==> config.mk <==
export PLATFORM = sky130hd
export DESIGN_NAME = home_store_and_backup_gate
export DESIGN_NICKNAME = d
export VERILOG_FILES = /design/src/pkg/home_backup_pkg.sv /design/src/logic/button_debounce.sv /design/src/logic/home_store_and_backup_gate.sv
export SDC_FILE = /design/constraint.sdc
export NUM_CORES = 1
export LEC_CHECK = 0
export BUFFER_PORTS_ARGS = -buffer_cell sky130_fd_sc_hd__buf_2
export CAP_MARGIN = 5
export CORE_ASPECT_RATIO = 1.5
export CORE_MARGIN = 3
export CORE_UTILIZATION = 64
export CTS_BUF_LIST = sky130_fd_sc_hd__clkbuf_4 sky130_fd_sc_hd__clkbuf_8
export CTS_CLUSTER_SIZE = 16
export DETAILED_ROUTE_END_ITERATION = 12
export PLACE_DENSITY_LB_ADDON = 0.12
export SLEW_MARGIN = 25
export SYNTH_ARGS = -nofsm -noshare
export SYNTH_HDL_FRONTEND = slang
export SYNTH_SLANG_ARGS = --single-unit
==> constraint.sdc <==
create_clock -name clk -period 18.1 [get_ports clk]
set_clock_uncertainty 0.15 [all_clocks]
set_input_delay 3.62 -clock clk [delete_from_list [all_inputs] [get_ports clk]]
set_output_delay 3.62 -clock clk [all_outputs]
set_load 0.05 [all_outputs]
==> src/pkg/home_backup_pkg.sv <==
// Constants and types shared by the home store and backup gate
package home_backup_pkg;
    localparam int CLK_HZ = 250_000_000;
    localparam int HOLD_MS = 1000;
    localparam int WINDOW_MS = 3000;
    localparam int DEBOUNCE_US = 10;
    localparam int LED_HALF_MS = 250;
    localparam int SHOW_BOTH_MS = 500;
    localparam int HOLD_CYCLES = HOLD_MS * (CLK_HZ / 1000);
    localparam int WINDOW_CYCLES = WINDOW_MS * (CLK_HZ / 1000);
    localparam int DEBOUNCE_CYCLES = DEBOUNCE_US * (CLK_HZ / 1_000_000);
    localparam int LED_HALF_CYCLES = LED_HALF_MS * (CLK_HZ / 1000);
    localparam int SHOW_BOTH_CYCLES = SHOW_BOTH_MS * (CLK_HZ / 1000);
    localparam logic [15:0] ACCESS_KEY_ID = 16'h0020;
    localparam logic [15:0] WRITE_KEY_ID = 16'h0021;
    localparam logic [15:0] RESTORE_CMD_ID = 16'h00cb;
    localparam logic [15:0] SAVE_CMD_ID = 16'h00cc;
    localparam logic [31:0] ACCESS_KEY_CODE = 32'h01391955;
    localparam logic [31:0] WRITE_KEY_CODE = 32'h75db9c97;
    localparam logic [31:0] KEY_RESET = 32'h00000000;
    typedef enum logic [5:0] {
        ST_IDLE = 6'h01,
        ST_HOLD = 6'h02,
        ST_BLINK = 6'h04,
        ST_WAIT_PRESS = 6'h08,
        ST_STORE = 6'h10,
        ST_SHOW = 6'h20
    } home_state_t;
endpackage : home_backup_pkg

==> src/logic/button_debounce.sv <==
// Debouncer for the home set button after synchronisation
module button_debounce #(
    parameter int CYCLES = 2500
) (
    // Clock and reset
    input wire logic clk,
    input wire logic rst_n,
    // Synchronised raw level and clean level
    input wire logic raw,
    output logic clean
);
    logic [31:0] cnt_r;
    logic [31:0] cnt_nxt;
    logic clean_nxt;

    initial
    begin
        if (CYCLES < 1)
            $error("debounce count must be at least one");
    end

    always_comb
    begin
        cnt_nxt = 32'h0;
        clean_nxt = clean;
        if (raw != clean)
        begin
            // Level must hold unchanged for the full count
            if (cnt_r >= 32'(CYCLES - 1))
                clean_nxt = raw;
            else
                cnt_nxt = cnt_r + 32'h1;
        end
    end

    always_ff @(posedge clk or negedge rst_n)
    begin
        if (!rst_n)
        begin
            cnt_r <= 32'h0;
            clean <= 1'b0;
        end
        else
        begin
            cnt_r <= cnt_nxt;
            clean <= clean_nxt;
        end
    end
endmodule : button_debounce

==> src/logic/home_store_and_backup_gate.sv <==
// Home set sequencer and key-gated backup command gate
// What this block and its fieldbus master do
// RQ1: Holding the home button one second with power on starts the LED blinking red and green.
// RQ2: The operator must release the button within three seconds of blinking start.
// RQ3: A re-press within three seconds of release stores home, shows red and green, then green.
// RQ4: Either window passing three seconds abandons the sequence and returns to steady green.
// RQ5: The home position is written to non-volatile storage; none is defined when shipped.
// RQ6: Home setting should be done only once since storage wears out after about 100,000 writes.
// RQ7: Backup reads and writes need the access key parameter 0020h at 01391955h; it resets to zero.
// RQ8: Backup writes need the write key parameter 0021h at 75DB9C97h; it resets to zero.
// RQ9: Command 00CCh copies all current data into the backup area.
// RQ10: The master loads both keys before issuing the save command.
// RQ11: Command 00CBh restores all data from the backup area.
// RQ12: The master loads the access key before issuing the restore command.
// RQ13: A backup command without its keys leaves backup and working data untouched.
// RQ14: The button is debounced before any of its intervals are timed.
module home_store_and_backup_gate
    import home_backup_pkg::*;
#(
    parameter int HOLD_CNT = HOLD_CYCLES,
    parameter int WINDOW_CNT = WINDOW_CYCLES,
    parameter int BLINK_CNT = LED_HALF_CYCLES,
    parameter int SHOW_CNT = SHOW_BOTH_CYCLES,
    parameter int DEBOUNCE_CNT = DEBOUNCE_CYCLES,
    parameter int POS_W = 32
) (
    // Clock and reset
    input wire logic clk,
    input wire logic rst_n,
    // Operator side
    input wire logic home_button_n,
    input wire logic power_on,
    output logic power_alarm_led_red,
    output logic power_alarm_led_green,
    // Present position and non-volatile home store
    input wire logic [POS_W-1:0] present_pos,
    output logic home_store,
    output logic [POS_W-1:0] home_pos,
    output logic home_valid,
    input wire logic home_loaded_valid,
    // Fieldbus parameter writes and reads
    input wire logic param_wr,
    input wire logic [15:0] param_id,
    input wire logic [31:0] param_data,
    input wire logic param_rd,
    output logic [31:0] param_rdata,
    // Backup engine commands
    output logic backup_save,
    output logic backup_restore,
    output logic backup_refused
);
    import home_backup_pkg::*;

    initial
    begin
        if (HOLD_CNT < 1 || WINDOW_CNT < 1 || BLINK_CNT < 1 || SHOW_CNT < 1)
            $error("timing counts must be at least one");
    end

    // Reset release and pin synchronisers
    logic [1:0] rst_sync_r;
    logic rst_s_n;
    logic [1:0] btn_sync_r;
    logic [1:0] pwr_sync_r;
    logic btn_clean;

    always_ff @(posedge clk or negedge rst_n)
    begin
        if (!rst_n)
            rst_sync_r <= 2'h0;
        else
            rst_sync_r <= {rst_sync_r[0], 1'b1};
    end
    assign rst_s_n = rst_sync_r[1];

    always_ff @(posedge clk or negedge rst_s_n)
    begin
        if (!rst_s_n)
        begin
            btn_sync_r <= 2'h0;
            pwr_sync_r <= 2'h0;
        end
        else
        begin
            btn_sync_r <= {btn_sync_r[0], ~home_button_n};
            pwr_sync_r <= {pwr_sync_r[0], power_on};
        end
    end

    button_debounce #(.CYCLES(DEBOUNCE_CNT)) u_debounce ( // RQ14
        .clk(clk),
        .rst_n(rst_s_n),
        .raw(btn_sync_r[1]),
        .clean(btn_clean)
    );

    // Home sequencer
    home_state_t state_r, state_nxt;
    logic [31:0] tmr_r, tmr_nxt;
    logic [31:0] blk_r, blk_nxt;
    logic blink_ph_r, blink_ph_nxt;
    logic red_nxt, green_nxt, store_nxt, hvalid_nxt;
    logic [POS_W-1:0] hpos_nxt;
    logic pressed;

    assign pressed = btn_clean && pwr_sync_r[1];

    always_comb
    begin
        state_nxt = state_r;
        tmr_nxt = tmr_r + 32'h1;
        blk_nxt = 32'h0;
        blink_ph_nxt = 1'b0;
        store_nxt = 1'b0;
        hpos_nxt = home_pos;
        hvalid_nxt = home_valid | home_loaded_valid;
        red_nxt = 1'b0;
        green_nxt = pwr_sync_r[1];
        case (state_r)
            ST_IDLE:
            begin
                tmr_nxt = 32'h0;
                if (pressed)
                    state_nxt = ST_HOLD;
            end
            ST_HOLD:
            begin
                if (!pressed)
                    state_nxt = ST_IDLE;
                else if (tmr_r >= 32'(HOLD_CNT - 1)) // RQ1
                begin
                    state_nxt = ST_BLINK;
                    tmr_nxt = 32'h0;
                end
            end
            ST_BLINK, ST_WAIT_PRESS:
            begin
                // Both colours blink together while the sequence runs
                blk_nxt = blk_r + 32'h1;
                blink_ph_nxt = blink_ph_r;
                if (blk_r >= 32'(BLINK_CNT - 1))
                begin
                    blk_nxt = 32'h0;
                    blink_ph_nxt = ~blink_ph_r;
                end
                red_nxt = ~blink_ph_nxt; // RQ1
                green_nxt = ~blink_ph_nxt;
                if (tmr_r >= 32'(WINDOW_CNT - 1)) // RQ4
                begin
                    state_nxt = ST_IDLE;
                    red_nxt = 1'b0;
                    green_nxt = 1'b1;
                end
                else if (state_r == ST_BLINK && !btn_clean) // RQ2
                begin
                    state_nxt = ST_WAIT_PRESS;
                    tmr_nxt = 32'h0;
                end
                else if (state_r == ST_WAIT_PRESS && pressed) // RQ3
                    state_nxt = ST_STORE;
            end
            ST_STORE:
            begin
                // One write per completed sequence limits wear
                store_nxt = 1'b1; // RQ5
                hpos_nxt = present_pos; // RQ3
                hvalid_nxt = 1'b1;
                red_nxt = 1'b1;
                state_nxt = ST_SHOW;
                tmr_nxt = 32'h0;
            end
            ST_SHOW:
            begin
                red_nxt = 1'b1; // RQ3
                if (tmr_r >= 32'(SHOW_CNT - 1))
                begin
                    red_nxt = 1'b0;
                    if (!btn_clean)
                        state_nxt = ST_IDLE;
                end
            end
            default:
                state_nxt = ST_IDLE;
        endcase
    end

    always_ff @(posedge clk or negedge rst_s_n)
    begin
        if (!rst_s_n)
        begin
            state_r <= ST_IDLE;
            tmr_r <= 32'h0;
            blk_r <= 32'h0;
            blink_ph_r <= 1'b0;
            home_store <= 1'b0;
            home_pos <= '0;
            home_valid <= 1'b0; // RQ5
            power_alarm_led_red <= 1'b0;
            power_alarm_led_green <= 1'b0;
        end
        else
        begin
            state_r <= state_nxt;
            tmr_r <= tmr_nxt;
            blk_r <= blk_nxt;
            blink_ph_r <= blink_ph_nxt;
            home_store <= store_nxt;
            home_pos <= hpos_nxt;
            home_valid <= hvalid_nxt;
            power_alarm_led_red <= red_nxt;
            power_alarm_led_green <= green_nxt;
        end
    end

    // Key registers and maintenance command gate
    logic [31:0] akey_r, akey_nxt, wkey_r, wkey_nxt, rdata_nxt;
    logic save_nxt, restore_nxt, refused_nxt;
    logic access_ok, write_ok;

    assign access_ok = (akey_r == ACCESS_KEY_CODE); // RQ7
    assign write_ok = access_ok && (wkey_r == WRITE_KEY_CODE); // RQ8

    always_comb
    begin
        akey_nxt = akey_r;
        wkey_nxt = wkey_r;
        save_nxt = 1'b0;
        restore_nxt = 1'b0;
        refused_nxt = 1'b0;
        rdata_nxt = param_rdata;
        if (param_wr)
        begin
            if (param_id == ACCESS_KEY_ID)
                akey_nxt = param_data;
            else if (param_id == WRITE_KEY_ID)
                wkey_nxt = param_data;
            else if (param_id == SAVE_CMD_ID)
            begin
                save_nxt = write_ok; // RQ9
                refused_nxt = !write_ok; // RQ13
            end
            else if (param_id == RESTORE_CMD_ID)
            begin
                restore_nxt = access_ok; // RQ11
                refused_nxt = !access_ok; // RQ13
            end
        end
        if (param_rd)
        begin
            if (param_id == ACCESS_KEY_ID)
                rdata_nxt = akey_r;
            else if (param_id == WRITE_KEY_ID)
                rdata_nxt = wkey_r;
            else
                rdata_nxt = 32'h0;
        end
    end

    always_ff @(posedge clk or negedge rst_s_n)
    begin
        if (!rst_s_n)
        begin
            akey_r <= KEY_RESET; // RQ7
            wkey_r <= KEY_RESET; // RQ8
            backup_save <= 1'b0;
            backup_restore <= 1'b0;
            backup_refused <= 1'b0;
            param_rdata <= 32'h0;
        end
        else
        begin
            akey_r <= akey_nxt;
            wkey_r <= wkey_nxt;
            backup_save <= save_nxt;
            backup_restore <= restore_nxt;
            backup_refused <= refused_nxt;
            param_rdata <= rdata_nxt;
        end
    end

    AST_SAVE_NEEDS_KEYS: assert property (@(posedge clk) disable iff (!rst_s_n) // RQ8
        backup_save |-> $past(write_ok) && $past(param_id) == SAVE_CMD_ID)
        else $error("save issued without both keys");
    AST_RESTORE_NEEDS_KEY: assert property (@(posedge clk) disable iff (!rst_s_n) // RQ7
        backup_restore |-> $past(access_ok) && $past(param_id) == RESTORE_CMD_ID)
        else $error("restore issued without access key");
    AST_SAVE_CMD: assert property (@(posedge clk) disable iff (!rst_s_n) // RQ9
        param_wr && param_id == SAVE_CMD_ID && write_ok |=> backup_save)
        else $error("save command not executed");
    AST_RESTORE_CMD: assert property (@(posedge clk) disable iff (!rst_s_n) // RQ11
        param_wr && param_id == RESTORE_CMD_ID && access_ok |=> backup_restore)
        else $error("restore command not executed");
    AST_REFUSE: assert property (@(posedge clk) disable iff (!rst_s_n) // RQ13
        param_wr && param_id == SAVE_CMD_ID && !write_ok |=> !backup_save && backup_refused)
        else $error("keyless save not refused");
    AST_STORE_POS: assert property (@(posedge clk) disable iff (!rst_s_n) // RQ3
        state_r == ST_STORE |=> home_store && home_pos == $past(present_pos)
        && power_alarm_led_red && home_valid)
        else $error("home not stored on re-press");
    AST_HOLD_TO_BLINK: assert property (@(posedge clk) disable iff (!rst_s_n) // RQ1
        state_r == ST_BLINK && $past(state_r) == ST_HOLD
        |-> $past(tmr_r) == 32'(HOLD_CNT - 1) && $past(pressed))
        else $error("blink started at wrong hold time");
    AST_TIMEOUT: assert property (@(posedge clk) disable iff (!rst_s_n) // RQ4
        (state_r == ST_BLINK || state_r == ST_WAIT_PRESS) && tmr_r >= 32'(WINDOW_CNT - 1)
        |=> state_r == ST_IDLE && !home_store && !power_alarm_led_red)
        else $error("window timeout not abandoned");
    AST_STORE_ONLY_AFTER_SEQ: assert property (@(posedge clk) disable iff (!rst_s_n) // RQ5
        home_store |-> $past(state_r) == ST_STORE)
        else $error("home write outside sequence");
endmodule : home_store_and_backup_gate

* Yosys cells after proc, flatten, opt, wreduce, memory -nomap -nowiden *
Cells that the tools add are included.

cells by class
  add/sub/neg operators = 3
  magnitude comparators = 5
  eq/ne operators = 18
  multiplexer cells = 44
  bitwise gates (word level) = 5
  reductions and logical operators = 13

operator list
  kind                                                                      count
  32-bit 2-to-1 mux                                                         10
  32-bit by 1-bit adder with 32-bit output (second input constant)          3
  32-bit one-hot mux with 3 select lines                                    1
  6-bit 2-to-1 mux                                                          8
  16-bit by 6-bit == test with 1-bit output (second input constant)         2
  16-bit by 8-bit == test with 1-bit output (second input constant)         2
  32-bit by 25-bit == test with 1-bit output (second input constant)        1
  32-bit by 31-bit == test with 1-bit output (second input constant)        1
  32-bit by 12-bit >= comparator with 1-bit output (second input constant)  1
  32-bit by 26-bit >= comparator with 1-bit output (second input constant)  1
  32-bit by 27-bit >= comparator with 1-bit output (second input constant)  1
  32-bit by 28-bit >= comparator with 1-bit output (second input constant)  1
  32-bit by 30-bit >= comparator with 1-bit output (second input constant)  1
  6-bit one-hot mux with 5 select lines                                     1
  1-bit 2-to-1 mux                                                          23
  6-bit by 1-bit == test with 1-bit output (second input constant)          1
  6-bit by 2-bit == test with 1-bit output (second input constant)          1
  6-bit by 3-bit == test with 1-bit output (second input constant)          1
  6-bit by 4-bit == test with 1-bit output (second input constant)          1
  6-bit by 5-bit == test with 1-bit output (second input constant)          1
  6-bit == test (second input constant)                                     1
  2-bit != test (second input constant)                                     3
  5-bit AND reduction                                                       1
  1-bit logical AND                                                         4
  10 further kinds                                                          17

storage, ports and cells
  flip-flop bits (word level) = 245
  bits of input ports = 87
  output and inout bits = 71
  word-level logic and storage cells = 108

* Logic depth before layout (Yosys ltp) *
  depth after elaboration = 7
  depth in mapped cells = 8
  mapped depth without buffers = 7

* By module *
From an unflattened synthesis, not the netlist that was laid out.

unflattened totals
  cell total of the unflattened synthesis = 983
  area total of the unflattened synthesis = 10621.4 sq um

modules (own cells, without submodules)
  module                      times used  cells an instance  area an instance (sq um)  seq. area each (sq um)
  home_store_and_backup_gate  1           891                9451.6                    5306.3
  button_debounce             1           92                 1169.9                    825.8

* Least setup slack after synthesis *
OpenSTA, ideal clock, no wires.

  path kind = input to register
  start point = input port param_id[12]
  end point = register wkey_r[8]
  library setup time = 0.128 ns
  arrival = 5.084 ns
  required time = 17.822 ns
  setup slack = 12.739 ns
  stages = 6
  path buffers = 1
  cells stage by stage = nor4_2 nand4_1 nor3b_2 nand2_2 buf_2 mux2_1

between the ends
  cells in the longest elaborated chain, start to end = 3
  elaborated cells on any way between the ends = 4
  those cells by class = eq/ne (2); bitwise (1); reduce/logical (1)

RTL lines
  element                                    RTL line                           source
  start, declared                            home_store_and_backup_gate.sv:43   input wire logic [15:0] param_id,
  16-bit by 6-bit == test with 1-bit output  home_store_and_backup_gate.sv:233  if (param_id == ACCESS_KEY_ID)
  1-bit NOT (no line)                        -
  3-bit AND reduction (no line) (*)          -
  end signal, assigned                       home_store_and_backup_gate.sv:273  wkey_r <= wkey_nxt;
  end, declared                              home_store_and_backup_gate.sv:216  logic [31:0] akey_r, akey_nxt, wkey_r, wkey_nxt, rdata_nxt;

Every way passes the cells marked *; elsewhere a longest branch is shown, timed or not.
A chain may end at the register's enable or synchronous reset.

* Final worst setup path *
  start point = input port param_id[7]
  end point = register wkey_r[8]

The elaborated chain is that of the path after synthesis.

==> results.ini <==
[die]
fp.dieW_um=111
die_area_sq_um=18000
fp.coreArea_sq_um=15900
initial_core_util_pct=66.1
rows=56
ios=158
fp.dieH_um=163

[logic_synthesis]
synth_top_family_by_area=simple AND/OR/NAND/NOR gates
synth_xor_area_share_pct=5.33
yosys-top-cells-count=dfrtp_1, nand2_1, nor2_1, mux2_2, a21oi_1
yosysMostFrequentCell=dfrtp_1
synth_edf_count=0
synthMuxAreaShare_pct=7.11
synthAdderAreaFrac_pct=0.357
synth_cell_type_count=67
synth_top_area_share_pct=58.1
yosys.area.top_type=dfrtp_1
synth_ff_type=dfrtp_1
seq_area_frac_synth_pct=58.3
ys_top_cells_by_area=dfrtp_1, mux2_2, nand2_1
async_flop_share_pct=100
ys_ff_latch=245
yosys.area_share.simple_pct=19.7
synth_compound_area_share_pct=6.94
yosys_warnings=0
synthCells=965
syn_area_sq_um=10500
syn_avg_cell_area_sq_um=10.9

[clocking]
clock_latency_ps=510
root_buffer=clkbuf_8
cts_resized=0
post_cts_buffers=0
cts_tree=built
cts_made_buffers=36
cts_buffer_depth=3
clock_sinks=245
clk_pin_slew_ps=60
holdBufCountCts=0
cts.htree.levels=2

[placed_design]
hpwl_mm=15.0
port_buffers=157
gp_congestion=0.899
place_area_sq_um=11500
dp_slack_ps=11870

[hold_path]
hp-class=flip-flop to async pin

[routing]
num_vias=7826
ant_nets=0
avgRoutedWirePerCell_um=16.2
vias_per_cell=5.67
wl_mm=22.3
drt-pass1-iter-count=5
drc=0
drtIter0Drc=454

[sta]
worst-slew-pin-transition_ps=907
slew_headroom_pct=39.5
max_freq_ghz=0.174
final_max_slew_viol_count=0
fin_ws_ps=12340
hold_violations=0
tns_ps=0
period_share_pct=31.8
setup_viol=0
rsz0062_at_grt=false
period_needed_ps=5760

[setup_path]
critPathMaxFanout=33
r2r_slack_ps=14770
slowest_delay_ps=540
reg2reg_from=state_r[0]
path_class=primary input to flip-flop
crit_chain=buf_2 -> nor4b_1 -> nand4_1 -> nor3b_4 -> buf_4 -> nand2_2 -> mux2_1
endpoint=wkey_r[8]
arrival_ps=6000
cp_slowest_cell=nand2_2
startpoint_type=primary input
reg2reg_to=tmr_r[12]
worst_r2r_path_depth=7
timing.critical_path.from=param_id[7]
cp.buffers_inverters=2
critPathTopFamily=simple AND/OR/NAND/NOR gates
end_kind=flip-flop
required_ps=18340
cp_num_cells=7

[pwr]
vdd.ir_drop.worst_uv=67.8
power.density_nw_per_um2=93.8
cellLeakagePower_nw=5.99

[global_routing]
track_usage_pct=25.0
grt_max_degree=84
top_usage_layer=met2
first_global_vias=7784
antenna_found_initial=0
gr-usage-met2_pct=43.4
grt_use_met3_pct=4.24
grt_pass1_wl_mm=37.3
grt_overflow=0
met1_usage_pct=31.9

[layout]
antenna_cells=0
layout.nets=1245
final_cell_area_sq_um=12300
syn_to_final_growth_pct=17.2
drive_gt1_share_pct=26.3

[flow_run]
max_cap_violations=0

[status]
status=finished, final reports clean

[flip-flops by register name (all words and copies together) (netlist names)]
name and count:
akey_r 32, blk_r 32, home_pos 32, param_rdata 32, tmr_r 32, u_debounce.cnt_r 32, wkey_r 32, state_r 6
btn_sync_r 2, pwr_sync_r 2, rst_sync_r 2, backup_refused 1, backup_restore 1, backup_save 1, blink_ph_r 1, home_store 1
home_valid 1, power_alarm_led_green 1, power_alarm_led_red 1, u_debounce.clean 1
[power by group]
part	total, W	internal, W	switching, W
logic	0.000112	0.0000308	0.0000810
registers	0.000578	0.000566	0.0000125
clock network	0.000465	0.000265	0.000200
[cell type report]
type | count | area, sq um
sequential | 245 | 6140
multi-input combinational | 693 | 4250
fill | 1073 | 3580
timing repair buffer | 164 | 845
clock buffer | 59 | 762
tap | 203 | 254
inverter | 15 | 56.3
clock inverter | 2 | 16.3
[routing by layer]
metal | part of all wire [%] | vias up
met5 | 0 | -
li1 | - | 3696
met3 | 5.1 | 41
met4 | 2.4 | 0
met2 | 52 | 241
met1 | 40 | 3848
[kinds of logic after synthesis]
group / after synthesis
AO/OA/AOI/OAI: 105
XOR/XNOR: 64
adder cells (fa/ha/maj): 3
buffers and inverters: 52
flip-flops: 245
multiplexers: 66
other: 2
AND/OR/NAND/NOR: 428
[metrics by stage]
step | power (W) | instances | util [%] | hold WS, ps
2_1_floorplan | 0.000671 | 990 | - | 181
3_3_place_gp | 0.000699 | 1320 | 72.5 | 129
3_5_place_dp | 0.000701 | 1320 | 72.5 | 128
4_1_cts | 0.00117 | 1381 | 77.4 | 129
5_1_grt | 0.00121 | 1381 | 77.5 | 146
6_report | 0.00116 | 1381 | 77.5 | 112
[layout by cell type, fill, tap and decap left out, types with 4 or more instances in the layout]
cell type	count
a21oi_1	39
a22oi_1	33
a31oi_1	6
and3_1	7
and4_1	4
buf_2	156
buf_4	7
clkbuf_4	8
clkbuf_8	51
conb_1	27
dfrtp_1	243
inv_1	14
mux2_2	63
nand2_1	138
nand2b_1	6
nand3_1	35
nand4_1	20
nand4b_1	6
nor2_1	138
nor3_1	17
nor3b_1	4
nor4_1	15
nor4b_1	4
nor4bb_1	4
o211ai_1	4
xnor2_1	35
xor2_1	29
[worst min-delay path by stage]
stage | from | to | cells past startpoint
2_1_floorplan | btn_sync_r[0] | btn_sync_r[1] | 0
3_3_place_gp | rst_sync_r[1] | tmr_r[16] | 0
3_5_place_dp | rst_sync_r[1] | tmr_r[16] | 0
4_1_cts | rst_sync_r[1] | home_valid | 0
5_1_grt | rst_sync_r[1] | home_pos[28] | 0
6_report | rst_sync_r[1] | tmr_r[16] | 0
(Power assumes the default switching activity.)
